==> src/fnc_pkg.sv <==
// Package: constants and carrier types for the fieldbus node config block
`default_nettype none
package fnc_pkg;
   // Address and bit-rate ranges
   localparam logic [3:0] DIGIT_MAX     = 4'h9;
   localparam logic [6:0] ADDR_MAX      = 7'h3f;
   localparam logic [3:0] RATE_SEL_MAX  = 4'h2;
   localparam logic [1:0] SYNC_FILL     = 2'h3;
   localparam logic [1:0] RATE_125      = 2'h0;
   localparam logic [1:0] RATE_250      = 2'h1;
   localparam logic [1:0] RATE_500      = 2'h2;
   // Network object identifiers
   localparam logic [7:0] CLS_LINK      = 8'h03;
   localparam logic [7:0] ATTR_ADDR     = 8'h01;
   localparam logic [7:0] ATTR_RATE     = 8'h02;
   localparam logic [7:0] CLS_STORE     = 8'h25;
   localparam logic [7:0] ATTR_SAVE     = 8'h65;
   // Blink timing: half period in ms at 20 MHz
   localparam int         CLK_HZ        = 20_000_000;
   localparam int         BLINK_HALF_MS = 500;
   localparam int         BLINK_CYC     = CLK_HZ / 1000 * BLINK_HALF_MS;
   localparam logic [23:0] BLINK_LAST   = 24'(BLINK_CYC - 1);
   localparam logic [23:0] CNT_ZERO     = 24'h000000;

   // Indicator states, Gray coded along dark->blink green->green
   typedef enum logic [2:0] {
      FNC_DARK   = 3'b000,
      FNC_BLINKG = 3'b001,
      FNC_GREEN  = 3'b011,
      FNC_BLINKR = 3'b010,
      FNC_RED    = 3'b110
   } fnc_led_t;

   // Node condition flags from the protocol engine
   typedef struct packed {
      logic online;
      logic dup_check_done;
      logic connected;
      logic allocated;
      logic config_ok;
      logic recoverable_err;
      logic io_waiting;
      logic fatal;
   } fnc_cond_t;

   // Network attribute write
   typedef struct packed {
      logic       valid;
      logic [7:0] cls;
      logic [7:0] attr;
      logic [7:0] data;
   } fnc_objwr_t;

   // Stored configuration
   typedef struct packed {
      logic [5:0] addr;
      logic [1:0] rate;
   } fnc_cfg_t;
endpackage
`default_nettype wire

==> src/fnc_sync3.sv <==
// Three-stage synchroniser for a bundle of switch inputs
`default_nettype none
module fnc_sync3 #(
   parameter int W = 12
) (
   input  wire logic         clk,
   input  wire logic         nrst,
   input  wire logic [W-1:0] d,
   output logic      [W-1:0] q,
   output logic              stable
);
   logic [W-1:0] s1_r, s2_r, s3_r;

   // First stage is read only by the second
   always_ff @(posedge clk or negedge nrst) begin
      if (!nrst) begin
         s1_r <= '0;
         s2_r <= '0;
         s3_r <= '0;
      end else begin
         s1_r <= d;
         s2_r <= s1_r;
         s3_r <= s2_r;
      end
   end

   assign q      = s3_r;
   assign stable = (s2_r == s3_r);
endmodule // fnc_sync3
`default_nettype wire

==> src/fnc_node_cfg.sv <==
// Fieldbus node configuration selection and status indicator
// How it works
// - Indicator stays dark while not online or before duplicate check done, unless fatal.
// - Steady green when online, connected, allocated to a master and configured.
// - Blinking green when online but unconnected, unallocated or unconfigured.
// - Blinking red on recoverable error or a waiting I/O connection.
// - Steady red on fatal fault such as duplicate address or bus-off.
// - Switches 0..63 give the address, tens and units digits.
// - Switches above 63 select the stored address, set by terminal.
// - Network write class 0x03 attribute 1 sets stored address, only while switches are above 63.
// - Rate switch 0,1,2 selects 125, 250, 500 kbit/s directly.
// - Rate switch above 2 selects the stored rate set by terminal.
// - Network write class 0x03 attribute 2 stores encoded rate 0..2, only while rate switch is above 2.
// - Network changes need save via class 0x25 attr 0x65, then restart.
`default_nettype none
module fnc_node_cfg (
   input  wire logic             clk,
   input  wire logic             nrst,
   input  wire logic [3:0]       address_tens_switch,
   input  wire logic [3:0]       address_units_switch,
   input  wire logic [3:0]       rate_switch,
   input  wire logic             cold_restart_cmd,
   input  wire logic             set_node_address_cmd,
   input  wire logic             set_bit_rate_cmd,
   input  wire logic [7:0]       cmd_value,
   input  wire logic             save_cmd,
   input  wire fnc_pkg::fnc_objwr_t obj_wr,
   input  wire fnc_pkg::fnc_cfg_t   nv_cfg,
   input  wire fnc_pkg::fnc_cond_t  cond,
   output logic [5:0]            node_addr,
   output logic [1:0]            bit_rate,
   output logic                  cfg_valid,
   output logic                  nv_save,
   output fnc_pkg::fnc_cfg_t     nv_data,
   output logic                  led_green,
   output logic                  led_red
);
   ////////////////////////////////////////////////////////////////////////
   // Switch synchronisation
   logic [11:0] sw_q;
   logic        sw_stable;

   fnc_sync3 #(.W(12)) u_sync (
      .clk    (clk),
      .nrst   (nrst),
      .d      ({address_tens_switch, address_units_switch, rate_switch}),
      .q      (sw_q),
      .stable (sw_stable)
   );

   ////////////////////////////////////////////////////////////////////////
   // Configuration selection
   // Active config only refreshes while not yet latched; a restart reopens it
   logic              latched_r, latched_nxt;
   logic [5:0]        addr_r, addr_nxt;
   logic [1:0]        rate_r, rate_nxt;
   fnc_pkg::fnc_cfg_t stored_r, stored_nxt;
   logic              save_r, save_nxt;
   logic [6:0]        sw_addr;
   logic              addr_sw_ok, rate_sw_ok, dig_ok;
   logic [1:0]        warm_r, warm_nxt;
   logic              sample_go;

   // Tens digit times ten plus units, digits above nine force stored value
   always_comb begin
      sw_addr    = 7'(sw_q[11:8]) * 7'h0a + 7'(sw_q[7:4]);
      dig_ok     = (sw_q[11:8] <= fnc_pkg::DIGIT_MAX) &&
                   (sw_q[7:4] <= fnc_pkg::DIGIT_MAX);
      addr_sw_ok = dig_ok && (sw_addr <= fnc_pkg::ADDR_MAX);
      rate_sw_ok = (sw_q[3:0] <= fnc_pkg::RATE_SEL_MAX);
      // A freshly reset chain reads stable on zeros, so wait until it fills
      sample_go  = !latched_r && sw_stable &&
                   (warm_r == fnc_pkg::SYNC_FILL);
   end

   always_comb begin
      latched_nxt = latched_r;
      warm_nxt    = (warm_r == fnc_pkg::SYNC_FILL) ? warm_r
                                                   : warm_r + 2'h1;
      addr_nxt    = addr_r;
      rate_nxt    = rate_r;
      stored_nxt  = stored_r;
      save_nxt    = 1'b0;
      if (cold_restart_cmd) begin
         latched_nxt = 1'b0;
      end else if (sample_go) begin
         latched_nxt = 1'b1;
         addr_nxt = addr_sw_ok ? sw_addr[5:0] : nv_cfg.addr;
         rate_nxt = rate_sw_ok ? sw_q[1:0] : nv_cfg.rate;
         stored_nxt = nv_cfg;
      end else if (latched_r) begin
         // Terminal commands, takes 125/250 as decimal and 500 as its low byte 0xf4
         if (set_node_address_cmd && cmd_value <= 8'(fnc_pkg::ADDR_MAX))
            stored_nxt.addr = cmd_value[5:0];
         if (set_bit_rate_cmd) begin
            case (cmd_value)
               8'h7d:   stored_nxt.rate = fnc_pkg::RATE_125;
               8'hfa:   stored_nxt.rate = fnc_pkg::RATE_250;
               8'hf4:   stored_nxt.rate = fnc_pkg::RATE_500;
               default: stored_nxt.rate = stored_r.rate;
            endcase
         end
         // Network object writes, accepted only when switch is out of range
         if (obj_wr.valid && obj_wr.cls == fnc_pkg::CLS_LINK) begin
            if (obj_wr.attr == fnc_pkg::ATTR_ADDR && !addr_sw_ok &&
                obj_wr.data <= 8'(fnc_pkg::ADDR_MAX))
               stored_nxt.addr = obj_wr.data[5:0];
            if (obj_wr.attr == fnc_pkg::ATTR_RATE && !rate_sw_ok &&
                obj_wr.data <= 8'(fnc_pkg::RATE_SEL_MAX))
               stored_nxt.rate = obj_wr.data[1:0];
         end
         // Save only writes memory; values apply after restart
         if (save_cmd || (obj_wr.valid && obj_wr.cls == fnc_pkg::CLS_STORE &&
                          obj_wr.attr == fnc_pkg::ATTR_SAVE))
            save_nxt = 1'b1;
      end
   end

   always_ff @(posedge clk or negedge nrst) begin
      if (!nrst) begin
         latched_r <= 1'b0;
         warm_r    <= '0;
         addr_r    <= '0;
         rate_r    <= fnc_pkg::RATE_125;
         stored_r  <= '0;
         save_r    <= 1'b0;
      end else begin
         latched_r <= latched_nxt;
         warm_r    <= warm_nxt;
         addr_r    <= addr_nxt;
         rate_r    <= rate_nxt;
         stored_r  <= stored_nxt;
         save_r    <= save_nxt;
      end
   end

   assign node_addr = addr_r;
   assign bit_rate  = rate_r;
   assign cfg_valid = latched_r;
   assign nv_save   = save_r;
   assign nv_data   = stored_r;

   ////////////////////////////////////////////////////////////////////////
   // Status indicator
   fnc_pkg::fnc_led_t st_r, st_nxt;
   logic [23:0]       cnt_r, cnt_nxt;
   logic              ph_r, ph_nxt;
   logic              grn_r, grn_nxt, red_r, red_nxt;

   // Priority: fatal, then dark, then recoverable, then normal states
   always_comb begin
      if (cond.fatal)
         st_nxt = fnc_pkg::FNC_RED;
      else if (!cond.online || !cond.dup_check_done || !latched_r)
         st_nxt = fnc_pkg::FNC_DARK;
      else if (cond.recoverable_err || cond.io_waiting)
         st_nxt = fnc_pkg::FNC_BLINKR;
      else if (cond.connected && cond.allocated && cond.config_ok)
         st_nxt = fnc_pkg::FNC_GREEN;
      else
         st_nxt = fnc_pkg::FNC_BLINKG;
      cnt_nxt = (cnt_r == fnc_pkg::BLINK_LAST) ? fnc_pkg::CNT_ZERO
                                               : cnt_r + 24'h000001;
      ph_nxt  = (cnt_r == fnc_pkg::BLINK_LAST) ? !ph_r : ph_r;
      case (st_r)
         fnc_pkg::FNC_GREEN:  begin grn_nxt = 1'b1; red_nxt = 1'b0; end
         fnc_pkg::FNC_BLINKG: begin grn_nxt = ph_r; red_nxt = 1'b0; end
         fnc_pkg::FNC_BLINKR: begin grn_nxt = 1'b0; red_nxt = ph_r; end
         fnc_pkg::FNC_RED:    begin grn_nxt = 1'b0; red_nxt = 1'b1; end
         default:             begin grn_nxt = 1'b0; red_nxt = 1'b0; end
      endcase
   end

   always_ff @(posedge clk or negedge nrst) begin
      if (!nrst) begin
         st_r  <= fnc_pkg::FNC_DARK;
         cnt_r <= fnc_pkg::CNT_ZERO;
         ph_r  <= 1'b0;
         grn_r <= 1'b0;
         red_r <= 1'b0;
      end else begin
         st_r  <= st_nxt;
         cnt_r <= cnt_nxt;
         ph_r  <= ph_nxt;
         grn_r <= grn_nxt;
         red_r <= red_nxt;
      end
   end

   assign led_green = grn_r;
   assign led_red   = red_r;

   ////////////////////////////////////////////////////////////////////////
   // Assertions
   a_dark_offline: assert property (@(posedge clk) disable iff (!nrst)
      (!cond.fatal && !cond.online) ##2 1 |-> !led_green && !led_red)
      else $error("indicator lit while offline");
   a_green_steady: assert property (@(posedge clk) disable iff (!nrst)
      st_r == fnc_pkg::FNC_GREEN |=> led_green && !led_red)
      else $error("green not steady");
   a_blink_green: assert property (@(posedge clk) disable iff (!nrst)
      st_r == fnc_pkg::FNC_BLINKG |=> led_green == $past(ph_r) && !led_red)
      else $error("green blink wrong");
   a_blink_red: assert property (@(posedge clk) disable iff (!nrst)
      (cond.io_waiting && cond.online && cond.dup_check_done && latched_r
       && !cond.fatal) |=> st_r == fnc_pkg::FNC_BLINKR)
      else $error("red blink not entered");
   a_red_fatal: assert property (@(posedge clk) disable iff (!nrst)
      cond.fatal ##1 cond.fatal |=> led_red && !led_green)
      else $error("fatal not steady red");
   a_addr_switch: assert property (@(posedge clk) disable iff (!nrst)
      (sample_go && !cold_restart_cmd && addr_sw_ok)
      |=> node_addr == $past(sw_addr[5:0]))
      else $error("switch address not taken");
   a_addr_stored: assert property (@(posedge clk) disable iff (!nrst)
      (sample_go && !cold_restart_cmd && !addr_sw_ok)
      |=> node_addr == $past(nv_cfg.addr))
      else $error("stored address not taken");
   a_rate_hold: assert property (@(posedge clk) disable iff (!nrst)
      (latched_r && !cold_restart_cmd) |=> bit_rate == $past(bit_rate)
      && node_addr == $past(node_addr))
      else $error("config changed without restart");
   a_save_pulse: assert property (@(posedge clk) disable iff (!nrst)
      (latched_r && !cold_restart_cmd && obj_wr.valid &&
       obj_wr.cls == fnc_pkg::CLS_STORE && obj_wr.attr == fnc_pkg::ATTR_SAVE)
      |=> nv_save)
      else $error("save not issued");
   a_net_rate: assert property (@(posedge clk) disable iff (!nrst)
      (latched_r && !cold_restart_cmd && !set_bit_rate_cmd && obj_wr.valid &&
       obj_wr.cls == fnc_pkg::CLS_LINK && obj_wr.attr == fnc_pkg::ATTR_RATE &&
       !rate_sw_ok && obj_wr.data <= 8'h02)
      |=> nv_data.rate == $past(obj_wr.data[1:0]))
      else $error("network rate not stored");
endmodule // fnc_node_cfg
`default_nettype wire

==> config.mk <==
export PLATFORM = sky130hd
export DESIGN_NAME = fnc_node_cfg
export DESIGN_NICKNAME = d
export VERILOG_FILES = /design/src/fnc_pkg.sv /design/src/fnc_sync3.sv /design/src/fnc_node_cfg.sv
export SDC_FILE = /design/constraint.sdc
export NUM_CORES = 1
export LEC_CHECK = 0
export BUFFER_PORTS_ARGS = -buffer_cell sky130_fd_sc_hd__buf_4
export CAP_MARGIN = 40
export CORE_MARGIN = 8
export CORE_UTILIZATION = 28
export CTS_BUF_LIST = sky130_fd_sc_hd__clkbuf_4
export DETAILED_ROUTE_END_ITERATION = 8
export PLACE_DENSITY = 0.43
export SLEW_MARGIN = 20
export SYNTH_ARGS = -nofsm -noshare
export SYNTH_HDL_FRONTEND = slang
export SYNTH_SLANG_ARGS = --single-unit
==> constraint.sdc <==
create_clock -name clk -period 5.1 [get_ports clk]
set_input_delay 1.02 -clock clk [delete_from_list [all_inputs] [get_ports clk]]
set_output_delay 1.02 -clock clk [all_outputs]
set_load 0.03 [all_outputs]
# ---- After elaboration in Yosys (flattened, before gate mapping)
# Cells that the tools add are included.
dict set report word_totals {
  reg_bits 86
  input_bits 67
  out_inout_bits 20
  wordCells 93
}
dict set report op_classes {
  n_addsub 3
  mul 1
  n_lt_le_gt_ge 7
  n_eq_ne 15
  muxes 23
  n_bitwise 1
  reduce_logical 28
}
# operator n
set op_table {}
lappend op_table {{adder 24 x 1 -> 24 bit (second input constant)} 1}
lappend op_table {{equality test 24 bit (second input constant)} 1}
lappend op_table {{2-to-1 mux 24 bit} 1}
lappend op_table {{2-to-1 mux 8 bit} 3}
lappend op_table {{2-to-1 mux 6 bit} 3}
lappend op_table {{equality test 8 x 2 -> 1 bit (second input constant)} 2}
lappend op_table {{equality test 8 x 7 -> 1 bit (second input constant)} 2}
lappend op_table {{equality test 8 bit (second input constant)} 2}
lappend op_table {{<= comparator 8 x 6 -> 1 bit (second input constant)} 2}
lappend op_table {{logical AND 1 bit} 14}
lappend op_table {{equality test 12 bit} 1}
lappend op_table {{2-to-1 mux 2 bit} 6}
lappend op_table {{equality test 8 x 1 -> 1 bit (second input constant)} 1}
lappend op_table {{equality test 8 x 6 -> 1 bit (second input constant)} 1}
lappend op_table {{<= comparator 4 bit (second input constant)} 2}
lappend op_table {{<= comparator 8 x 2 -> 1 bit (second input constant)} 1}
lappend op_table {{adder 7 x 4 -> 7 bit} 1}
lappend op_table {{<= comparator 7 x 6 -> 1 bit (second input constant)} 1}
lappend op_table {{equality test 3 x 2 -> 1 bit (second input constant)} 2}
lappend op_table {{zero test 1 bit} 6}
lappend op_table {{multiplier 4 x 3 -> 6 bit (second input constant)} 1}
lappend op_table {{2-to-1 mux 1 bit} 6}
lappend op_table {{case mux 2 bit (3 select lines)} 1}
lappend op_table {{<= comparator 4 x 2 -> 1 bit (second input constant)} 1}
lappend op_table {{other kinds (10)} 16}

# ---- Longest topological paths before layout
# Gate-level depths: netlist (run 1).
dict set report logic_depth {
  ltp_word 11
  ltp_mapped 11
}

# ---- By module
# From an unflattened synthesis (run 1), not the netlist that was laid out.
dict set report unflattened {
  cells_unflattened 335
  hier_area_um2 3902.5
}
# mod instances cells_each area_per_inst_um2 seq_area_each_um2
set modules_own_cells {}
lappend modules_own_cells {fnc_node_cfg 1 283 2867.8 1251.2}
lappend modules_own_cells {fnc_sync3 1 52 1034.7 900.9}

# ---- Worst setup path after synthesis (run 1)
# Ideal clock, no wire load.
dict set report synth_path {
  kind {register to register}
  from {register u_sync.s3_r[9] (netlist: u_sync.q[9])}
  to {register stored_r (netlist bit nv_data[4])}
  arrival_time_ps 2575
  t_required_ps 4970
  setup_slack_ps 2395
  stages_incl_launch_ff 12
  synth_period_minus_slack_ps 2705
  path_cell_list {dfrtp_1 -> ha_1 -> ha_1 -> inv_1 -> fa_1 -> nand2b_4 -> a21oi_4 -> mux2i_4 -> or3_1 -> buf_6 -> mux2i_1 -> o21ai_1}
}
dict set report synth_between {
  elab_chain_len 11
  elab_cells_between_ends 18
}
# element line
set synth_rtl {}
lappend synth_rtl {{start: declaration} fnc_sync3.sv:12} ;# logic [W-1:0] s1_r, s2_r, s3_r;
lappend synth_rtl {{start signal: assignment} fnc_sync3.sv:23} ;# s3_r <= s2_r;
lappend synth_rtl {{multiplier 4 x 3 -> 6 bit} fnc_node_cfg.sv:66} ;# sw_addr = 7'(sw_q[11:8]) * 7'h0a + 7'(sw_q[7:4]);
lappend synth_rtl {{adder 7 x 4 -> 7 bit} fnc_node_cfg.sv:66}
lappend synth_rtl {{<= comparator 7 x 6 -> 1 bit} fnc_node_cfg.sv:69} ;# addr_sw_ok = dig_ok && (sw_addr <= fnc_pkg::ADDR_MAX);
lappend synth_rtl {{logical AND 1 bit} fnc_node_cfg.sv:69}
lappend synth_rtl {{zero test 1 bit} fnc_node_cfg.sv:105} ;# if (obj_wr.attr == fnc_pkg::ATTR_ADDR && !addr_sw_ok &&
lappend synth_rtl {{logical AND 1 bit (2 in series)} fnc_node_cfg.sv:105}
lappend synth_rtl {{2-to-1 mux 6 bit} fnc_node_cfg.sv:105}
lappend synth_rtl {{2-to-1 mux 8 bit} fnc_node_cfg.sv:104} ;# if (obj_wr.valid && obj_wr.cls == fnc_pkg::CLS_LINK) begin
lappend synth_rtl {{2-to-1 mux 8 bit} fnc_node_cfg.sv:91} ;# end else if (latched_r) begin
lappend synth_rtl {{2-to-1 mux 8 bit} fnc_node_cfg.sv:86} ;# end else if (sample_go) begin
lappend synth_rtl {{end signal: assignment} fnc_node_cfg.sv:132} ;# stored_r <= stored_nxt;
lappend synth_rtl {{end: declaration} fnc_node_cfg.sv:57} ;# fnc_pkg::fnc_cfg_t stored_r, stored_nxt;
# Several ways; a longest one is shown, not always the timed one. The select of a mux whose other input is x is not followed.
# A chain may end at the register's enable or synchronous reset.

# ---- Worst setup path after layout (run 1)
dict set report layout_path {
  from {register u_sync.s3_r[9] (netlist: u_sync.q[9])}
  to {register stored_r (netlist bit nv_data[5])}
}
# Same word-level chain as after synthesis.

==> results of run 1 <==
cells by family after synthesis:
kind of cell | Yosys count
and+or+nand+nor | 114
DFF | 86
xor gates and xnor gates | 40
AOI/OAI and AO/OA | 36
muxes | 29
buffers and inverters | 15
adders and majority gates | 11
registers in the layout, indices dropped and copies added (netlist names), 2 cells and up:
| register | count |
|---|---|
| u_sync.s2_r | 12 |
| bit_rate | 2 |
| node_addr | 6 |
| cnt_r | 24 |
| u_sync.s1_r | 12 |
| u_sync.q | 12 |
| warm_r | 2 |
| nv_data | 8 |
| st_r | 3 |
cells in the mapped netlist (2+ instances only):
cell	instances	area, um^2
nor4_1	6	37.5
nand4_1	10	62.6
mux2i_1	14	140
nor2b_1	4	25.0
o211ai_1	2	15.0
o21ai_0	4	20.0
and3_1	7	43.8
nor2_1	33	124
xnor2_1	25	219
and2_1	2	12.5
ha_1	9	113
nor3_1	3	15.0
buf_2	3	15.0
a21oi_1	9	45.0
nand3_1	14	70.1
and4_1	2	17.5
a22oi_1	6	45.0
nor4b_1	3	26.3
nand2_1	13	48.8
fa_1	2	40.0
or3_1	2	12.5
nor3b_1	5	37.5
mux2_2	14	158
inv_1	7	26.3
dfrtp_1	86	2150
o21ai_1	6	30.0
buf_6	2	22.5
xor2_1	15	131
nand3b_1	2	15.0
report_power, final:
group          internal [uW]  leakage, uW  switching [uW]  total, uW
registers                699      0.00105            11.8        710
clock network            206    0.0000909             252        458
logic                   72.3      0.00109            65.7        138
total                    977      0.00222             329       1310
metrics by stage:
step / setup WS [ns] / hold slack (ns) / area (um^2) / instances / power, uW
floorplan: 2.39 / 0.331 / 3930 / 331 / 784
global placement: 1.95 / 0.332 / 4750 / 590 / 861
detailed placement: 2.09 / 0.335 / 4790 / 593 / 865
CTS: 2.05 / 0.356 / 4960 / 609 / 1340
global route: 1.84 / 0.365 / 4960 / 610 / 1370
finish: 2.07 / 0.352 / 4960 / 610 / 1310
routing by layer:
layer  up-vias  GRT usage [%]  share of wire (%)  wire [um]
met1      1282           14.0                 48       4510
li1       1361              -                  -          -
met2        69           16.5                 46       4280
met5         -              0                  0          0
met3         5           3.03                5.6        523
met4         0           3.93               0.90         85
worst paths after layout:
check / to / slack, ns
worst max-delay path: nv_data[5] / 2.07
worst min-delay path: u_sync.s2_r[11] / 0.35
worst max register to register: nv_data[5] / 2.07
worst min register to register: u_sync.s2_r[11] / 0.35
max in group asynchronous: cnt_r[21] / 3.89
min in group asynchronous: u_sync.s1_r[3] / 0.58
cell type report:
class	count	share of cell area, %
multi-input cells	230	34.2
well taps	180	4.54
clock inverters	7	2.04
clock buffers	9	1.36
diodes	1	0.0504
repair buffers	89	13.8
inverters	8	0.605
flip-flops and latches	86	43.3
==> metrics.md, run 1 <==
| Metric | Value |
|---|---|
| Final hold viol count | `0` |
| Vias in the first global route | `between 2,000 and 3,000` |
| Die boundary width | `about 130 um` |
| CP peak stage delay | `~0.48 ns` |
| Multiplexer area fraction after synthesis | `roughly 8.2%` |
| Peak Freq | `between 300 and 400 MHz` |
| Final slew viol count | `0` |
| Period utilization | `between 50% and 60%` |
| Setup crit start | `u_sync.q[9]` |
| Post-Synth XOR/XNOR Area | `~9%` |
| Initial DRC Count | `131` |
| Worst hold path type | `reg2reg` |
| Avg Cell Area, Syn | `11.9 um^2` |
| Clock Latency Late Sink | `approximately 0.43 ns` |
| Most frequent cells in the layout | `87 x buf_4, 86 x dfrtp_1, 33 x nor2_1` |
| TritonCTS Buffers | `9` |
| Die extent in y | `approximately 130 um` |
| RSZ-0062 raised after global routing | `false` |
| CP Capture Type | `flop` |
| Reg2reg start | `u_sync.q[9]` |
| Vias | `roughly 2,700` |
| Synth unique cells | `50` |
| Worst VDD drop | `between 100 and 150 uV` |
| CTS tree | `built` |
| Post-synthesis cell count | `331` |
| Worst rel slew slack | `between 40% and 50%` |
| First-pass GRT wire length | `approximately 15 mm` |
| Leak | `~0.0022 uW` |
| Worst path slowest cell | `dfrtp_1` |
| Setup Buffers After CTS | `0` |
| Compound-Gate Fraction of Synth Area | `6.02%` |
| Reg clk slew, reported paths | `between 0.15 and 0.2 ns` |
| Die area | `0.0181 mm^2` |
| Area share of fa/ha/maj cells after synthesis | `under 10%` |
| Post-route ant nets | `0` |
| Family with the most delay on the worst path | `adder cells` |
| Largest net degree at the start of global routing | `46` |
| Min-delay src | `u_sync.s1_r[11]` |
| Cell count along the critical path | `10` |
| Number of synthesized flops with an enable pin | `0` |
| CP Launch Type | `flop` |
| Vias per cell | `roughly 4.5` |
| Tightest Pin Transition | `0.773 ns` |
| Buffers added on ports | `86` |
| Nets | `roughly 500` |
| YS warnings | `0` |
| Fin Clk Skew | `~0.019 ns` |
| WP buf/inv | `1` |
| Syn_nets | `just over 400` |
| Num rows | `43` |
| TNS Setup | `0 ns` |
| # hold bufs at CTS | `0` |
| Post-cts sizing count | `0` |
| Share of cells above drive strength 1 | `about 30%` |
| Post-synthesis sequential area ratio | `54.8%` |
| Max Cap Viol | `0` |
| Most common cell after layout, fill and taps aside | `buf_4` |
| CP Class | `reg2reg` |
| Total length of routed wires | `about 9.4 mm` |
| CTS H-tree depth | `3` |
| Overall Global Routing Usage | `10.7%` |
| Global route overflow | `0` |
| DRC Markers | `0` |
| Final core utilization | `a little over a third` |
| R2R depth | `10` |
| HPWL after detailed placement | `7.34 mm` |
| Crit Path Max Fanout | `8` |
| # clock sinks | `between 80 and 90` |
| Outcome | `complete, no violations` |
| Register area | `~0.0022 mm^2` |
| Top FF cell, synth | `dfrtp_1` |
| Clock Path Buffers | `2` |
| Largest family of logic cells by synthesized area | `simple AND/OR/NAND/NOR gates` |
| Min cycle time layout | `~3.0 ns` |
| Initial core utilization | `28.5%` |
| Multi-input gate area | `0.00170 mm^2` |
| # setup viols final | `0` |
| Fillers | `about 1,400` |
| GPL Wtd Cong | `0.788` |
| DRT Pass-1 Iters | `4` |
| Initial antenna violation count | `1` |
| Worst EP required | `about 5.4 ns` |
| WL per Instance | `between 15 and 20 um` |
| Core footprint | `0.0138 mm^2` |
| Number of synthesized register bits | `86` |
| Post-synthesis simple-gate area fraction | `16.2%` |
| Power Density | `263 mW/mm^2` |
| # IOs | `between 80 and 90` |
| Hold path depth | `0` |
| Worst-path cell chain | `ha_1, ha_1, inv_1, fa_1, nand2b_4, a21oi_4, mux2i_4, or3_1, mux2i_1, o21ai_1` |
| WP data arrival | `around 3.4 ns` |
| FFs w/ async S/R, synth | `100%` |
| Clock tree root driver cell | `clkbuf_4` |
| Worst path most repeated cell | `ha_1` |
| Mapped Area | `approximately 0.0039 mm^2` |
| Area grow syn2layout | `26.5%` |
No activity file was read; power rests on OpenSTA's default activity.
==> run 2, diff against run 1 <==
clock period = 2.9 ns   (was 5.1 ns; I/O delays follow)
==> metrics.md, run 2 (same netlist as run 1, synthesis figures left out) <==
| Metric | Value |
|---|---|
| Outcome | `complete, no violations` |
| Worst R2R Setup Slack | `0.24 ns` |
| Worst EP required | `3.22 ns` |
| GPL Wtd Cong | `0.791` |
| Overall Global Routing Usage | `between 10% and 20%` |
| TNS Setup | `0 ns` |
| Share of cells above drive strength 1 | `31.1%` |
| Initial antenna violation count | `0` |
| Initial DRC Count | `approximately 110` |
| Peak Freq | `between 300 and 400 MHz` |
| Die boundary width | `134 um` |
| R2r endpoint | `nv_data[4]` |
| CTS H-tree depth | `3` |
| Clock Latency Late Sink | `0.43 ns` |
| WL per Instance | `~15 um` |
| Largest net degree at the start of global routing | `49` |
| Initial core utilization | `between 20 and 30%` |
| Inst Count DP | `~600` |
| Reg clk slew, reported paths | `about 0.15 ns` |
| Reg2reg start | `u_sync.q[11]` |
| Most common cell after layout, fill and taps aside | `buf_4` |
| # IOs | `between 80 and 90` |
| CP Launch Type | `flop` |
| Period utilization | `91.6%` |
| # setup viols final | `0` |
| Worst rel slew slack | `about 58%` |
| Nets | `between 500 and 600` |
| Core footprint | `roughly 0.014 mm^2` |
| Die area | `0.0181 mm^2` |
| Most frequent cells in the layout | `93 x buf_4, 86 x dfrtp_1, 33 x nor2_1` |
| Reg with most FFs | `cnt_r` |
| Fillers | `approximately 1,400` |
| First-pass GRT wire length | `approximately 16 mm` |
| WP data arrival | `~3.0 ns` |
| Leak | `about 0.0022 uW` |
| RSZ-0062 raised after global routing | `false` |
| Total length of routed wires | `between 9 and 10 mm` |
| Min cycle time layout | `2.66 ns` |
| Num rows | `43` |
| Clock tree root driver cell | `clkbuf_4` |
| Post-Route M1 WL | `about 4.6 mm` |
| Worst Setup Slack, final | `0.243 ns` |
| Crit Path Max Fanout | `6` |
| Pre-CTS setup slack | `0.110 ns` |
| Met2 wire length | `around 4.3 mm` |
| Global route overflow | `0` |
| Max Cap Viol | `0` |
| Worst hold path type | `in2async` |
| Post-route ant nets | `0` |
| HPWL after detailed placement | `about 7.3 mm` |
| Die extent in y | `around 130 um` |
| Final hold viol count | `0` |
| Max FFs per register | `24` |
| R2R depth | `10` |
| Area grow syn2layout | `26.8%` |
| Vias | `2,760` |
| DRC Markers | `0` |
| Worst VDD drop | `roughly 190 uV` |
| CP Class | `reg2reg` |
| Hold WS | `approximately 0.16 ns` |
| CTS tree | `built` |
| # clock sinks | `86` |
| Clock Path Buffers | `2` |
| Buffers added on ports | `86` |
| Power Density | `443 mW/mm^2` |
| TritonCTS Buffers | `9` |
| DRT Pass-1 Iters | `4` |
| Top Metal Used | `met4` |
| Vias in the first global route | `around 3,000` |
| Non-filler instance count after layout | `between 600 and 700` |
| CP Capture Type | `flop` |
| Final slew viol count | `0` |
| Tightest Pin Transition | `0.625 ns` |
| N_diodes | `0` |
| Setup Buffers After CTS | `0` |
| Fin Clk Skew | `between 0.02 and 0.025 ns` |
| Vias per cell | `4.50` |
| Routed wl met3 | `a little over 500 um` |
## run 2: per-layer routing
metal | global-route usage, % | vias up
met4 | 3.56 | 0
met5 | 0 | -
met2 | 16.8 | 67
li1 | - | 1364
met1 | 14.6 | 1324
met3 | 3.03 | 5
## run 2: final cells by class
cell class              instances  area (um^2)  share of cell area, %
flip-flops and latches         86         2150                   43.2
multi-input cells             230         1710                   34.3
well taps                     180          225                   4.52
clock inverters                 7         78.8                   1.58
inverters                       8         30.0                  0.603
clock buffers                   9         67.6                   1.36
repair buffers                 94          718                   14.4
## run 2: timing repair
| item | CTS | global route |
|---|---|---|
| setup endpoints to repair | 0 | 5 |
| hold buffers | 0 | 0 |
| gates resized for setup | 0 | 1 |
## run 2: report_power, final
part | switching (uW) | total [uW] | internal [uW]
clock | 437 | 712 | 274
combinational | 116 | 246 | 130
sequential | 20.1 | 1250 | 1230
## run 2: worst max-delay path by stage
stage	from	endpoint	slack (ns)	depth (start not counted)
after global placement	u_sync.q[11]	nv_data[3]	0.20	10
final	u_sync.q[11]	nv_data[4]	0.24	10
after CTS	u_sync.q[11]	nv_data[7]	0.08	10
after global routing	u_sync.q[11]	nv_data[7]	0.10	10
after floorplan	u_sync.q[9]	nv_data[4]	0.19	11
after detailed placement	u_sync.q[11]	nv_data[7]	0.11	10
## run 2: metrics by stage
step / total power, uW / area [um^2] / util, %
2_1_floorplan: 1380 / 3930 / -
3_3_place_gp: 1520 / 4830 / 35.0
3_5_place_dp: 1530 / 4830 / 35.0
4_1_cts: 2260 / 4970 / 36.1
5_1_grt: 2330 / 4980 / 36.1
6_report: 2210 / 4980 / 36.1
## run 2: critical path: stages, from the launching register on
cell and delay (ns):
dfrtp_1 0.45, ha_1 0.29, ha_1 0.20, inv_1 0.06
fa_1 0.44, nand2b_4 0.17, a21oi_4 0.14, mux2i_4 0.09
or3_4 0.45, mux2i_1 0.20, o21ai_1 0.07
